==> config.mk <==
export PLATFORM = sky130hd
export DESIGN_NAME = gnss_status_and_serial_outputs
export DESIGN_NICKNAME = d
export VERILOG_FILES = /design/src/nav_out_pkg.sv /design/src/byte_fifo.sv /design/src/gnss_status_and_serial_outputs.sv
export VERILOG_INCLUDE_DIRS = /design/src
export SDC_FILE = /design/constraint.sdc
export NUM_CORES = 1
export LEC_CHECK = 0
export ABC_AREA = 1
export BUFFER_PORTS_ARGS = -buffer_cell sky130_fd_sc_hd__buf_2
export CAP_MARGIN = 20
export CELL_PAD_IN_SITES_DETAIL_PLACEMENT = 0
export CELL_PAD_IN_SITES_GLOBAL_PLACEMENT = 1
export CORE_MARGIN = 5
export CORE_UTILIZATION = 25
export CTS_BUF_LIST = sky130_fd_sc_hd__clkbuf_16
export CTS_CLUSTER_SIZE = 16
export DETAILED_ROUTE_END_ITERATION = 16
export HOLD_SLACK_MARGIN = 0.05
export PLACE_DENSITY = 0.43
export SLEW_MARGIN = 20
export SYNTH_ARGS = -nofsm -noshare
export SYNTH_HDL_FRONTEND = slang
export SYNTH_SLANG_ARGS = --single-unit
==> constraint.sdc <==
create_clock -name core_clk -period 2.4 [get_ports core_clk]
set_input_delay 0.48 -clock core_clk [delete_from_list [all_inputs] [get_ports core_clk]]
set_output_delay 0.48 -clock core_clk [all_outputs]
set_load 0.03 [all_outputs]
==> src/nav_out_cfg.svh <==
`ifndef NAV_OUT_CFG_SVH
`define NAV_OUT_CFG_SVH
`define CLK_FREQ_HZ      100000000
`define EPOCH_CYCLES     100000000
`define BAUD_RATE        9600
`define BIT_CYCLES       (`CLK_FREQ_HZ / `BAUD_RATE)
`define MARK_TIME_US     500
`define MARK_CYCLES      ((`MARK_TIME_US * (`CLK_FREQ_HZ / 1000000)))
`define IDLE_GAP_MS      300
`define IDLE_GAP_CYCLES  (`IDLE_GAP_MS * (`CLK_FREQ_HZ / 1000))
`define MSG_LEN          16
`define FIFO_DEPTH       16
`define FIFO_WIDTH       8
`endif

==> src/nav_out_pkg.sv <==
package nav_out_pkg;
  typedef enum logic [1:0] {FIX_NONE, FIX_TRACK, FIX_VALID} fix_mode_t;
  typedef enum logic [1:0] {TX_IDLE, TX_START, TX_DATA, TX_STOP} tx_state_t;
endpackage

==> src/byte_fifo.sv <==
`timescale 1ns/1ps
`default_nettype none
module byte_fifo #(
  parameter int WIDTH = 8,
  parameter int DEPTH = 16
) (
  input  wire logic             clk,
  input  wire logic             rstn,
  input  wire logic [WIDTH-1:0] inData,
  input  wire logic             inValid,
  output logic                  inReady,
  output logic [WIDTH-1:0]      outData,
  output logic                  outValid,
  input  wire logic             outReady
);
  localparam int AW = $clog2(DEPTH);
  logic [WIDTH-1:0] mem [DEPTH];
  logic [AW-1:0]    wrPtr_reg;
  logic [AW-1:0]    rdPtr_reg;
  logic [AW:0]      count_reg;
  logic [AW-1:0]    wrPtr_next;
  logic [AW-1:0]    rdPtr_next;
  logic [AW:0]      count_next;
  logic             doWr;
  logic             doRd;
  assign inReady  = (count_reg != (AW+1)'(DEPTH));
  assign outValid = (count_reg != '0);
  assign outData  = mem[rdPtr_reg];
  always_comb begin
    doWr = inValid && inReady;
    doRd = outValid && outReady;
    wrPtr_next = doWr ? AW'(wrPtr_reg + 1'b1) : wrPtr_reg;
    rdPtr_next = doRd ? AW'(rdPtr_reg + 1'b1) : rdPtr_reg;
    count_next = count_reg;
    if (doWr && !doRd) begin
      count_next = (AW+1)'(count_reg + 1'b1);
    end else if (doRd && !doWr) begin
      count_next = (AW+1)'(count_reg - 1'b1);
    end
  end
  always_ff @(posedge clk or negedge rstn) begin
    if (!rstn) begin
      wrPtr_reg <= '0;
      rdPtr_reg <= '0;
      count_reg <= '0;
    end else begin
      wrPtr_reg <= wrPtr_next;
      rdPtr_reg <= rdPtr_next;
      count_reg <= count_next;
    end
  end
  always_ff @(posedge clk) begin
    if (doWr) begin
      mem[wrPtr_reg] <= inData;
    end
  end
  // --------------------------------------------------------------------------
  // Checks
  // --------------------------------------------------------------------------
  property p_noOverflow;
    @(posedge clk) disable iff (!rstn) count_reg <= (AW+1)'(DEPTH);
  endproperty
  a_noOverflow: assert property (p_noOverflow) else $error("FIFO overflow.");
endmodule // byte_fifo
`default_nettype wire

==> src/gnss_status_and_serial_outputs.sv <==
`timescale 1ns/1ps
`default_nettype none
`include "nav_out_cfg.svh"
// Overview of operation
// - Serial transmit line sits high whenever no character is sent.
// - One full sentence burst is sent every second.
// - Line stays idle high at least 300 ms before the next burst.
// - Serial receive input is ignored entirely.
// - Time mark pulses high about 500 us once per second.
// - Time mark rising edge follows the position epoch by one clock.
// - Fix status held low while nothing is tracked and navValid is low.
// - Tracking without fix blinks status 1000 ms high, 1000 ms low.
// - Valid fix holds the status output high.
// - Transmit framing is 9600 bit/s, 8 data bits, no parity, 1 stop.
// - Active low reset forces a cold start of all state.
module gnss_status_and_serial_outputs #(
  parameter int EPOCH_CYCLES = `EPOCH_CYCLES,
  parameter int BIT_CYCLES   = `BIT_CYCLES,
  parameter int MARK_CYCLES  = `MARK_CYCLES
) (
  input  wire logic       core_clk,
  input  wire logic       rstn,
  input  wire logic       serialIn,
  input  wire logic       satTracked,
  input  wire logic       navValid,
  output logic            serialOut,
  output logic            timeMark,
  output logic            fix_status_out
);
  // --------------------------------------------------------------------------
  // Reset release
  // --------------------------------------------------------------------------
  logic [1:0] rstSync_reg;
  logic       rstnInt;
  always_ff @(posedge core_clk or negedge rstn) begin
    if (!rstn) begin
      rstSync_reg <= 2'h0;
    end else begin
      rstSync_reg <= {rstSync_reg[0], 1'b1};
    end
  end
  assign rstnInt = rstSync_reg[1];
  // --------------------------------------------------------------------------
  // Epoch, mark and status
  // --------------------------------------------------------------------------
  logic [31:0] epochCnt_reg, epochCnt_next;
  logic        epochTick;
  logic        mark_reg, mark_next;
  logic        blink_reg, blink_next;
  logic        fix_reg, fix_next;
  nav_out_pkg::fix_mode_t mode;
  always_comb begin
    epochTick = (epochCnt_reg == 32'(EPOCH_CYCLES - 1));
    epochCnt_next = epochTick ? 32'h0 : epochCnt_reg + 32'h1;
    mark_next = (epochCnt_reg < 32'(MARK_CYCLES));
    if (navValid) begin
      mode = nav_out_pkg::FIX_VALID;
    end else if (satTracked) begin
      mode = nav_out_pkg::FIX_TRACK;
    end else begin
      mode = nav_out_pkg::FIX_NONE;
    end
    blink_next = blink_reg;
    fix_next = fix_reg;
    if (epochTick) begin
      blink_next = ~blink_reg;
      unique case (mode)
        nav_out_pkg::FIX_NONE:  fix_next = 1'b0;
        nav_out_pkg::FIX_TRACK: fix_next = ~blink_reg;
        nav_out_pkg::FIX_VALID: fix_next = 1'b1;
      endcase
    end
  end
  always_ff @(posedge core_clk or negedge rstnInt) begin
    if (!rstnInt) begin
      epochCnt_reg <= 32'h0;
      mark_reg <= 1'b0;
      blink_reg <= 1'b0;
      fix_reg <= 1'b0;
    end else begin
      epochCnt_reg <= epochCnt_next;
      mark_reg <= mark_next;
      blink_reg <= blink_next;
      fix_reg <= fix_next;
    end
  end
  assign timeMark = mark_reg;
  assign fix_status_out = fix_reg;
  // --------------------------------------------------------------------------
  // Sentence source
  // --------------------------------------------------------------------------
  // The burst is short so the idle gap before the next epoch far exceeds
  // the required minimum; a longer message would need checking here.
  logic [4:0] msgIdx_reg, msgIdx_next;
  logic       msgBusy_reg, msgBusy_next;
  logic [7:0] msgByte;
  logic       fifoInReady;
  logic [7:0] fifoData;
  logic       fifoValid;
  logic       fifoReady;
  function automatic logic [7:0] hexDigit(input logic [3:0] v);
    hexDigit = (v < 4'hA) ? 8'(8'h30 + v) : 8'(8'h37 + v);
  endfunction
  always_comb begin
    unique case (msgIdx_reg)
      5'h00: msgByte = 8'h24;
      5'h01: msgByte = 8'h53;
      5'h02: msgByte = 8'h54;
      5'h03: msgByte = 8'h41;
      5'h04: msgByte = 8'h2C;
      5'h05: msgByte = hexDigit({2'h0, navValid, satTracked});
      5'h06: msgByte = 8'h2C;
      5'h07: msgByte = hexDigit({3'h0, fix_reg});
      5'h08: msgByte = 8'h2C;
      5'h09: msgByte = hexDigit({3'h0, blink_reg});
      5'h0A: msgByte = 8'h2A;
      5'h0B: msgByte = 8'h30;
      5'h0C: msgByte = 8'h30;
      5'h0D: msgByte = 8'h0D;
      default: msgByte = 8'h0A;
    endcase
    msgIdx_next = msgIdx_reg;
    msgBusy_next = msgBusy_reg;
    if (epochTick) begin
      msgBusy_next = 1'b1;
      msgIdx_next = 5'h00;
    end else if (msgBusy_reg && fifoInReady) begin
      if (msgIdx_reg == 5'(`MSG_LEN - 1)) begin
        msgBusy_next = 1'b0;
      end
      msgIdx_next = 5'(msgIdx_reg + 5'h1);
    end
  end
  always_ff @(posedge core_clk or negedge rstnInt) begin
    if (!rstnInt) begin
      msgIdx_reg <= 5'h00;
      msgBusy_reg <= 1'b0;
    end else begin
      msgIdx_reg <= msgIdx_next;
      msgBusy_reg <= msgBusy_next;
    end
  end
  byte_fifo #(
    .WIDTH(`FIFO_WIDTH),
    .DEPTH(`FIFO_DEPTH)
  ) u_fifo (
    .clk      (core_clk),
    .rstn     (rstnInt),
    .inData   (msgByte),
    .inValid  (msgBusy_reg && !epochTick),
    .inReady  (fifoInReady),
    .outData  (fifoData),
    .outValid (fifoValid),
    .outReady (fifoReady)
  );
  // --------------------------------------------------------------------------
  // Serial transmitter
  // --------------------------------------------------------------------------
  nav_out_pkg::tx_state_t txState_reg, txState_next;
  logic [15:0] bitCnt_reg, bitCnt_next;
  logic [2:0]  bitIdx_reg, bitIdx_next;
  logic [7:0]  shift_reg, shift_next;
  logic        txLine_reg, txLine_next;
  logic        bitEnd;
  always_comb begin
    bitEnd = (bitCnt_reg == 16'(BIT_CYCLES - 1));
    bitCnt_next = bitEnd ? 16'h0 : 16'(bitCnt_reg + 16'h1);
    txState_next = txState_reg;
    bitIdx_next = bitIdx_reg;
    shift_next = shift_reg;
    txLine_next = 1'b1;
    fifoReady = 1'b0;
    unique case (txState_reg)
      nav_out_pkg::TX_IDLE: begin
        bitCnt_next = 16'h0;
        if (fifoValid) begin
          fifoReady = 1'b1;
          shift_next = fifoData;
          txState_next = nav_out_pkg::TX_START;
          txLine_next = 1'b0;
        end
      end
      nav_out_pkg::TX_START: begin
        txLine_next = 1'b0;
        if (bitEnd) begin
          txState_next = nav_out_pkg::TX_DATA;
          bitIdx_next = 3'h0;
          txLine_next = shift_reg[0];
        end
      end
      nav_out_pkg::TX_DATA: begin
        txLine_next = shift_reg[bitIdx_reg];
        if (bitEnd) begin
          if (bitIdx_reg == 3'h7) begin
            txState_next = nav_out_pkg::TX_STOP;
            txLine_next = 1'b1;
          end else begin
            bitIdx_next = 3'(bitIdx_reg + 3'h1);
            txLine_next = shift_reg[bitIdx_next];
          end
        end
      end
      nav_out_pkg::TX_STOP: begin
        txLine_next = 1'b1;
        if (bitEnd) begin
          txState_next = nav_out_pkg::TX_IDLE;
        end
      end
    endcase
  end
  always_ff @(posedge core_clk or negedge rstnInt) begin
    if (!rstnInt) begin
      txState_reg <= nav_out_pkg::TX_IDLE;
      bitCnt_reg <= 16'h0;
      bitIdx_reg <= 3'h0;
      shift_reg <= 8'h00;
      txLine_reg <= 1'b1;
    end else begin
      txState_reg <= txState_next;
      bitCnt_reg <= bitCnt_next;
      bitIdx_reg <= bitIdx_next;
      shift_reg <= shift_next;
      txLine_reg <= txLine_next;
    end
  end
  assign serialOut = txLine_reg;
  // The receive pin is deliberately left unread by any logic.
  logic unusedRx;
  assign unusedRx = serialIn;
  // --------------------------------------------------------------------------
  // Checks
  // --------------------------------------------------------------------------
  property p_idleHigh;
    @(posedge core_clk) disable iff (!rstnInt)
      (txState_reg == nav_out_pkg::TX_IDLE && !fifoValid) |=> serialOut;
  endproperty
  a_idleHigh: assert property (p_idleHigh) else $error("Idle not high.");
  property p_markRise;
    @(posedge core_clk) disable iff (!rstnInt)
      $rose(timeMark) |-> epochCnt_reg == 32'h1;
  endproperty
  a_markRise: assert property (p_markRise) else $error("Mark off epoch.");
  property p_burstStart;
    @(posedge core_clk) disable iff (!rstnInt)
      epochTick |=> msgBusy_reg && msgIdx_reg == 5'h00;
  endproperty
  a_burstStart: assert property (p_burstStart) else $error("No burst.");
  property p_fixStable;
    @(posedge core_clk) disable iff (!rstnInt)
      !$past(epochTick) |-> $stable(fix_status_out);
  endproperty
  a_fixStable: assert property (p_fixStable) else $error("Fix moved.");
  property p_noTrack;
    @(posedge core_clk) disable iff (!rstnInt)
      (epochTick && !satTracked && !navValid) |=> !fix_status_out;
  endproperty
  a_noTrack: assert property (p_noTrack) else $error("Fix not low.");
  property p_valid;
    @(posedge core_clk) disable iff (!rstnInt)
      (epochTick && navValid) |=> fix_status_out;
  endproperty
  a_valid: assert property (p_valid) else $error("Fix not high.");
  property p_blink;
    @(posedge core_clk) disable iff (!rstnInt)
      (epochTick && satTracked && !navValid) |=> fix_status_out == blink_reg;
  endproperty
  a_blink: assert property (p_blink) else $error("Blink wrong.");
  // Falls inside a character are data bits; only a fall from idle or stop
  // must be a start bit.
  property p_startBit;
    @(posedge core_clk) disable iff (!rstnInt)
      ($fell(serialOut) && $past(txState_reg) != nav_out_pkg::TX_DATA) |->
        txState_reg == nav_out_pkg::TX_START;
  endproperty
  a_startBit: assert property (p_startBit) else $error("Bad frame.");
  c_burst: cover property (@(posedge core_clk) epochTick);
  c_mark: cover property (@(posedge core_clk) $fell(timeMark));
  c_stop: cover property (@(posedge core_clk)
    txState_reg == nav_out_pkg::TX_STOP && bitEnd);
endmodule // gnss_status_and_serial_outputs
`default_nettype wire

* Word level (Yosys, flattened, before mapping) *
Memories as Yosys holds them, arrays and structs flattened. A register that Yosys moved wholly into a read port is not among the register bits.
Index checks and enable logic that the tools add are counted.

storage, ports and cells
  register bits after elaboration = 86
  memory bits (writable) = 112
  output and inout port bits = 3
  logic and storage cells = 124
  memories kept = 1

memories
  name        depth  width  rd ports  clocked after memory_dff  wr ports  line             text
  u_fifo.mem  16     7      1         1                         1         byte_fifo.sv:17  logic [WIDTH-1:0] mem [DEPTH];

cells by class
  add/sub/neg operators = 12
  order comparisons = 4
  equal/unequal tests = 29
  multiplexer cells = 38
  bitwise gates (word level) = 1
  reduce and logical (&&, ||, !) cells = 24

operators by type and width
  cell                     count
  $pmux W7 S11             1
  $eq A5 B4 Y1 const B     7
  $add A32 B1 Y32 const B  1
  $eq A32 B27 Y1 const B   1
  $lt A32 B16 Y1 const B   1
  $mux W16                 2
  $mux W32                 1
  $eq A5 B3 Y1 const B     4
  $mux W5                  4
  $add A16 B1 Y16 const B  1
  $eq A16 B14 Y1 const B   1
  $add A6 B1 Y7 const A    2
  $add A6 B2 Y7 const A    2
  $mux W1                  14
  $mux W2                  6
  $add A5 B1 Y5 const B    2
  $eq A5 B2 Y1 const B     2
  $ne A2 B2 Y1 const B     5
  $mux W3                  3
  $add A4 B1 Y4 const B    2
  $lt A3 B4 Y1 const B     2
  $pmux W2 S4              1
  $reduce_bool A2 Y1       4
  $mux W7                  1
  24 further kinds         38

* Longest topological paths before layout *
Gate-level depths: netlist of the first run.

  depth in word-level cells = 8
  mapped depth = 17
  gate-level depth less buffers = 17

* Cells and area by module *
From an unflattened synthesis of the first run, not the netlist that was laid out.

unflattened totals
  cell total of the unflattened synthesis = 1213
  area, all modules = 10625.2 sq um

modules (own cells, without submodules)
  module                          instances  cells each  area each (sq um)  sequential area each (sq um)
  byte_fifo                       1          619         6249.7             4169.0
  gnss_status_and_serial_outputs  1          594         4375.4             1828.0

* Least setup slack after synthesis of the first run *
No wires, ideal clock.

  path type = register to register
  from = register epochCnt_reg[0]
  to = register u_fifo.count_reg[4]
  data arrival time = 2383 ps
  required time = 2277 ps
  path slack = -105 ps
  stages on the path, launching flop included = 18
  path buffers = 0
  clock period less this slack = 2505 ps
  path through = dfrtp_1 > ha_1 > nand3_1 > inv_1 > nand2_4 > nor2_4 > nand3_4 > nand2_4 > inv_1 > ha_1 > fa_1 > inv_1 > nand2_1 > a21oi_1 > nor2_1 > nand2_1 > nand3_1 > xor2_1

on the way
  word-level cells in the longest chain between the ends = 7
  elaborated cells between the ends (all ways) = 9

ends and longest elaborated chain
  item                                 line                                   text
  from (decl)                          gnss_status_and_serial_outputs.sv:46   logic [31:0] epochCnt_reg, epochCnt_next;
  from (signal assigned)               gnss_status_and_serial_outputs.sv:81   epochCnt_reg <= epochCnt_next;
  $eq A32 B27 Y1 *                     gnss_status_and_serial_outputs.sv:53   epochTick = (epochCnt_reg == 32'(EPOCH_CYCLES - 1));
  $logic_not A1 Y1 *                   gnss_status_and_serial_outputs.sv:150  .inValid (msgBusy_reg && !epochTick),
  $logic_and A1 B1 Y1 *                gnss_status_and_serial_outputs.sv:150
  $logic_and A1 B1 Y1 *                byte_fifo.sv:30                        doWr = inValid && inReady;
  via u_fifo.doWr                      byte_fifo.sv:24                        logic doWr;
  $logic_not A1 Y1                     byte_fifo.sv:37                        end else if (doRd && !doWr) begin
  $logic_and A1 B1 Y1                  byte_fifo.sv:37
  $reduce_bool A2 Y1 (no source line)  n/a
  to (signal assigned)                 byte_fifo.sv:49                        count_reg <= count_next;
  to (decl)                            byte_fifo.sv:20                        logic [AW:0] count_reg;

The timed path passes the listed nets; every way through them passes the cells marked *.
A chain may end at the register's enable or synchronous reset.

* Worst setup path in the final report of the first run *
  from = register epochCnt_reg[9]
  to = register u_fifo.count_reg[4]

The elaborated chain is that of the path after synthesis.

==> impl_metrics.py, run 1 <==
metrics = {
    "run_status": {
        "status": "finished with violations",
        "failed_checks": "negative setup slack",
    },
    "route": {
        "drc": 0,
        "first_iter_violations": 287,
        "dr.pass1.iters": 5,
        "num_vias": 6931,
        "wl_per_cell_um": 15.6,
        "ant_nets": 0,
        "wl_um": 25300,
        "via_per_inst": 4.28,
    },
    "floorplanning": {
        "coreArea_um2": 37700,
        "die_x_um": 205,
        "dieHeight_um": 205,
        "start_util_pct": 25.3,
        "ios": 8,
        "dieArea_um2": 42200,
        "fp-row-count": 71,
    },
    "timing": {
        "skew_ps": 13.5,
        "period_needed_ps": 2420,
        "fmax_mhz": 413,
        "relSlewSlack_pct": 48.6,
        "finalSetupViolations": 1,
        "period_share_pct": 101,
        "setup_ws_ps": -23.6,
        "grt_setup_unrepaired": "true",
        "worstMarginPinSlew_ps": 772,
        "maxSlewViolCount": 0,
        "final.setup.tns_ps": -23.6,
        "timing_hold_violations_final": 0,
    },
    "logic_synthesis": {
        "synthTopCellsByArea": "edfxtp_1 35%, dfrtp_1 22%, nand2_1 7.0%",
        "async_flop_share_pct": 43.1,
        "synth_seq_cells": 197,
        "synth.top_cell.area_share_pct": 35.2,
        "netlist_instances": 1016,
        "seq_area_frac_synth_pct": 57.5,
        "synth_nets": 1046,
        "avgSynthCellArea_um2": 9.40,
        "ys_types": 41,
        "yosys_most_used_dff": "edfxtp_1",
        "synth_warnings": 0,
        "synth_area_um2": 9550,
        "yosysTopAreaCell": "edfxtp_1",
        "synth-edff-count": 112,
    },
    "global_routing": {
        "grt_overflow": 0,
        "track_usage_pct": 12.5,
        "grt_pass1_wl_um": 40600,
        "grtUsageMet1_pct": 18.0,
        "grt_pass1_vias": 7107,
        "gr-max-usage-layer": "met2",
        "grt_max_degree": 60,
        "grt_use_met3_pct": 2.77,
        "met2_usage_pct": 19.4,
        "antenna_found_initial": 0,
    },
    "power_and_ir_drop": {
        "p_per_area_nw_per_um2": 560,
        "vdd_ir_drop_max_mv": 0.466,
        "p_leak_nw": 4.46,
    },
    "critical_path": {
        "critPathRequiredTime_ps": 2730,
        "path_max_fanout": 3,
        "start_kind": "flop",
        "crit_type": "reg -> reg",
        "critPathCaptureType": "flop",
        "worst_ep_arrival_time_ps": 2750,
    },
    "final_layout": {
        "largest_register_ffs": 112,
        "fill_cells": 4044,
        "drive_gt1_share_pct": 15.1,
        "multiInputGateArea_um2": 3620,
        "layout.nets": 1126,
        "syn_to_final_growth_pct": 19.7,
        "n_antenna_cell": 0,
        "fin_area_um2": 11400,
        "area.sequential_um2": 5500,
    },
    "cts": {
        "cts-root-buf": "clkbuf_16",
        "cts_tree": "built",
        "insertion_delay_ps": 450,
        "clk_path_buf_depth": 2,
        "cts.sinks": 197,
        "clkTransAtPathRegs_ps": 80,
        "cts_max_level": 4,
        "cts_buffers": 17,
    },
    "place": {
        "place.gp.congestion": 0.784,
        "dp_hpwl_um": 17200,
        "portBuffers": 6,
        "dpl_cell_area_um2": 10800,
    },
    "job": {
        "max_cap_viol_count": 0,
    },
    "min_path": {
        "hold_path.class": "in -> reg",
    },
}
## report_power, final
group / internal [mW] / leakage, nW / switching (mW) / total (mW)
clock network: 1.37 / 0.270 / 1.43 / 2.81
logic: 0.00829 / 2.11 / 0.0158 / 0.0241
registers: 3.55 / 2.08 / 0.0197 / 3.57
total: 4.93 / 4.46 / 1.47 / 6.40
## repair_timing
| item | 4_1_cts | 5_1_grt |
|---|---|---|
| setup endpoints to repair | 36 | 24 |
| pin swaps | 0 | 3 |
| hold buffers | 1 | 0 |
| hold endpoints to repair | 2 | 0 |
| buffers inserted | 0 | 0 |
| gates resized for setup | 10 | 11 |
## layer usage
metal | vias to the layer above | share of wire (%)
met4 | 0 | 0.94
met3 | 15 | 2.8
met2 | 57 | 45
met5 | - | 0
li1 | 3570 | -
met1 | 3289 | 52
## cells in the mapped netlist, types with 2 or more instances
cell      instances
nand2_1         178
nor2_1          173
edfxtp_1        112
inv_1           101
dfrtp_1          84
o21ai_0          75
nand3_1          60
nor3_1           33
o211ai_1         28
xor2_1           27
ha_1             24
nand4_1          22
a21oi_1          19
clkbuf_1         13
buf_2            11
nor3_2            6
xnor2_1           6
nor2_4            5
o21ai_1           5
clkinv_1          4
nor4_1            4
a31oi_1           2
buf_1             2
nand2_2           2
nand2_4           2
nor3b_1           2
o22ai_1           2
## layout make-up
cell class,instances,share of cell area (%)
tap,511,5.59
inverter,106,3.48
multi-input combinational,684,31.7
clock buffer,17,3.72
sequential,197,48.1
timing repair buffer,90,6.24
clock inverter,15,1.19
## stage by stage
| stage | setup WS (ps) | hold WS [ps] | cells | power [mW] | util (%) |
|---|---|---|---|---|---|
| 2_1_floorplan | 10.8 | 184 | 1016 | 3.65 | - |
| 3_3_place_gp | -173 | 265 | 1587 | 3.67 | 28.6 |
| 3_5_place_dp | -130 | 267 | 1587 | 3.67 | 28.6 |
| 4_1_cts | -123 | 314 | 1620 | 6.53 | 30.2 |
| 5_1_grt | -227 | 321 | 1620 | 6.68 | 30.3 |
| 6_report | -23.6 | 336 | 1620 | 6.40 | 30.3 |
## worst max-delay path, stage by stage (launching register included)
cell     delay [ps]
dfrtp_1         420
nor2_4          140
nand4_1         110
nor3_2          210
buf_4           150
nand3_4          70
nand2_4          70
inv_2            50
ha_4            160
fa_2            340
inv_1            60
nand2_1          60
a21oi_2         130
nor2_1           50
nand2_1          60
nand3_2          80
xor2_1          140
## cell usage in the layout (no fill, tap or decap), types with 3 or more instances in the layout
master	netlist	layout
inv_2	1	4
nor3_1	33	23
ha_1	24	22
nand2_1	178	178
buf_2	11	6
clkinv_1	4	5
a21oi_1	19	18
nor3_2	6	16
xor2_1	27	27
nand4_1	22	22
o21ai_0	75	75
nor2_1	173	169
dfrtp_1	84	81
nor4_1	4	4
xnor2_1	6	6
nor2_4	5	6
nand3_2	1	3
clkbuf_16	0	17
nand3_1	60	58
buf_12	0	4
o211ai_1	28	28
buf_4	1	79
o21ai_1	5	5
inv_6	0	3
edfxtp_1	112	112
inv_1	101	98
nor2_2	0	3
inv_8	0	5
## cells by family (layout without fill, tap and decap cells)
group	after synthesis	in the layout	synth area share, %
AOI/OAI and AO/OA	135	135	8.01
xor gates and xnor gates	33	33	3.03
adders and majority gates	25	25	3.35
buffers and inverters	135	228	5.58
DFF	197	197	57.5
other	1	1	0.0393
and+or+nand+nor	490	490	22.5
## path summary, 6_finish.rpt
check,startpoint,endpoint,slack [ps],cells past startpoint
worst max-delay path,epochCnt_reg[9],u_fifo.count_reg[4],-20,16
worst min-delay path,navValid,fix_status_out,340,3
worst max register to register,epochCnt_reg[9],u_fifo.count_reg[4],-20,16
worst min register to register,rstSync_reg[0],rstSync_reg[1],360,0
max in group asynchronous,rstSync_reg[1],epochCnt_reg[16],1360,1
min in group asynchronous,rstn,rstSync_reg[1],360,2
Note: power is estimated with default switching activity, not from simulation.
==> run 2, diff against run 1 <==
- PLACE_DENSITY: 0.43 -> 0.53
==> run 2 against run 1 <==
Effect of this change:
- the run now ends clean
- clock-buffer cell count up 1
- first-iteration DRC count up 74%
- maximum frequency up 3.3%
- power down 0.22%
- sequential share of layout area down 0.095 points
- clock power about the same
- cell area up 0.17%
- global-route usage down 0.81 points
- via count up 0.94%
==> impl_metrics.py, run 2 (same netlist as run 1, synthesis figures left out) <==
metrics = {
    "run_status": {
        "status": "finished clean",
    },
    "min_path": {
        "hold_path.class": "reg -> async",
    },
    "cts": {
        "cts-root-buf": "clkbuf_16",
        "cts.sinks": 197,
        "cts_tree": "built",
        "clkTransAtPathRegs_ps": 70,
        "insertion_delay_ps": 440,
        "cts_max_level": 4,
        "cts_buffers": 17,
        "clk_path_buf_depth": 2,
    },
    "global_routing": {
        "track_usage_pct": 11.7,
        "antenna_found_initial": 0,
        "grt_pass1_vias": 7034,
        "grt_pass1_wl_um": 39200,
        "grt_max_degree": 60,
        "grt_overflow": 0,
    },
    "power_and_ir_drop": {
        "p_per_area_nw_per_um2": 558,
        "totalPowerFinal_mw": 6.39,
        "p_leak_nw": 4.49,
        "vdd_ir_drop_max_mv": 0.301,
    },
    "floorplanning": {
        "dieHeight_um": 205,
        "dieArea_um2": 42200,
        "coreArea_um2": 37700,
        "die_x_um": 205,
        "ios": 8,
        "fp-row-count": 71,
        "start_util_pct": 25.3,
    },
    "route": {
        "wl_per_cell_um": 14.7,
        "dr.pass1.iters": 5,
        "ant_nets": 0,
        "drc": 0,
        "via_per_inst": 4.32,
        "wl_um": 23800,
        "first_iter_violations": 499,
        "num_vias": 6996,
    },
    "critical_path": {
        "r2r_slack_ps": 50,
        "worst_ep_arrival_time_ps": 2670,
        "r2r_end": "u_fifo.count_reg[4]",
        "crit_type": "reg -> reg",
        "critPathRequiredTime_ps": 2730,
        "reg2reg_from": "epochCnt_reg[10]",
        "critPathTopFamily": "simple AND/OR/NAND/NOR gates",
        "crit_buf_inv": 3,
        "path_max_fanout": 3,
        "start_kind": "flop",
        "cp_slowest_stage_delay_ps": 390,
        "crit_slowest_cell": "dfrtp_1",
        "crit_chain": "nor2_2 > buf_6 > nand3_4 > nor3_4 > nand3_4 > nand2_4 > inv_4 > ha_4 > fa_2 > inv_2 > nand2_2 > a21oi_2 > nor2_1 > nand2_1 > nand3_2 > xor2_1",
        "critPathCaptureType": "flop",
        "cp_common_cell": "nand3_4",
        "r2r_cells": 16,
    },
    "timing": {
        "timing_hold_violations_final": 0,
        "finalSetupViolations": 0,
        "holdWs_ps": 326,
        "period_needed_ps": 2350,
        "fmax_mhz": 426,
        "worstMarginPinSlew_ps": 653,
        "skew_ps": 11.1,
        "relSlewSlack_pct": 56.2,
        "grt_setup_unrepaired": "true",
        "period_share_pct": 97.8,
        "maxSlewViolCount": 0,
    },
    "final_layout": {
        "n_antenna_cell": 0,
        "area.sequential_um2": 5500,
        "syn_to_final_growth_pct": 19.9,
        "fin_area_um2": 11400,
        "layout_commonest_cell": "nand2_1",
        "fill_cells": 4017,
        "instances_no_fill": 1619,
        "layout.nets": 1125,
        "drive_gt1_share_pct": 15.3,
        "multiInputGateArea_um2": 3650,
        "final_cell_mix": "174 x nand2_1, 167 x nor2_1, 112 x edfxtp_1, 98 x inv_1, 82 x dfrtp_1",
        "largest_register_ffs": 112,
    },
    "job": {
        "max_cap_viol_count": 0,
    },
    "place": {
        "portBuffers": 6,
        "dpl_cell_area_um2": 10700,
        "post-place-cells": 1582,
        "dp_hpwl_um": 16100,
        "place.gp.congestion": 0.797,
    },
}
[run 2: cell count changes in the layout (fill, tap and decap cells not counted), sizes merged]
cell      delta
clkinv       +1
buf          -2
inv          +1
clkbuf       +2
clkinvlp     -3
[run 2: area by class of cell]
type | instances | share of cell area (%)
flip-flops and latches | 197 | 48.0
repair buffers | 89 | 6.06
multi-input cells | 684 | 31.9
clock inverters | 14 | 1.02
inverters | 106 | 3.50
clock buffers | 18 | 3.93
well taps | 511 | 5.58
[run 2: what timing repair did]
action,CTS,global route
pin swaps,4,12
hold buffers,1,0
buffers inserted,1,2
endpoints found under the setup margin,26,23
endpoints found under the hold margin,2,0
resized for setup,9,22
[run 2: worst max path at each step]
| stage | from | endpoint | slack (ps) | cells past startpoint |
|---|---|---|---|---|
| 6_report | epochCnt_reg[10] | u_fifo.count_reg[4] | 50 | 16 |
| 2_1_floorplan | epochCnt_reg[0] | u_fifo.count_reg[4] | 10 | 17 |
| 4_1_cts | epochCnt_reg[9] | u_fifo.count_reg[4] | -8 | 15 |
| 3_3_place_gp | epochCnt_reg[8] | u_fifo.count_reg[4] | -120 | 15 |
| 3_5_place_dp | epochCnt_reg[28] | u_fifo.count_reg[4] | -120 | 15 |
| 5_1_grt | epochCnt_reg[10] | u_fifo.count_reg[4] | -110 | 16 |
[run 2: metrics by stage]
| stage | setup slack (ps) | setup TNS, ps | util (%) |
|---|---|---|---|
| CTS | -8.34 | -8.34 | 30.1 |
| global route | -110 | -110 | 30.4 |
| finish | 53.5 | 0 | 30.4 |
| detailed placement | -118 | -138 | 28.5 |
| floorplan | 10.8 | 0 | - |
| global placement | -119 | -119 | 28.5 |
[run 2: routing by layer]
layer	GRT usage, %	up-vias	routed length [um]
met4	3.04	0	278
met2	17.8	71	10700
li1	-	3564	-
met3	2.02	18	659
met1	17.4	3343	12200
met5	0	-	0
[run 2: power by group]
| part | internal, mW | leakage [nW] | switching, mW |
|---|---|---|---|
| logic | 0.00730 | 2.11 | 0.0195 |
| registers | 3.55 | 2.08 | 0.0149 |
| clock network | 1.42 | 0.291 | 1.38 |
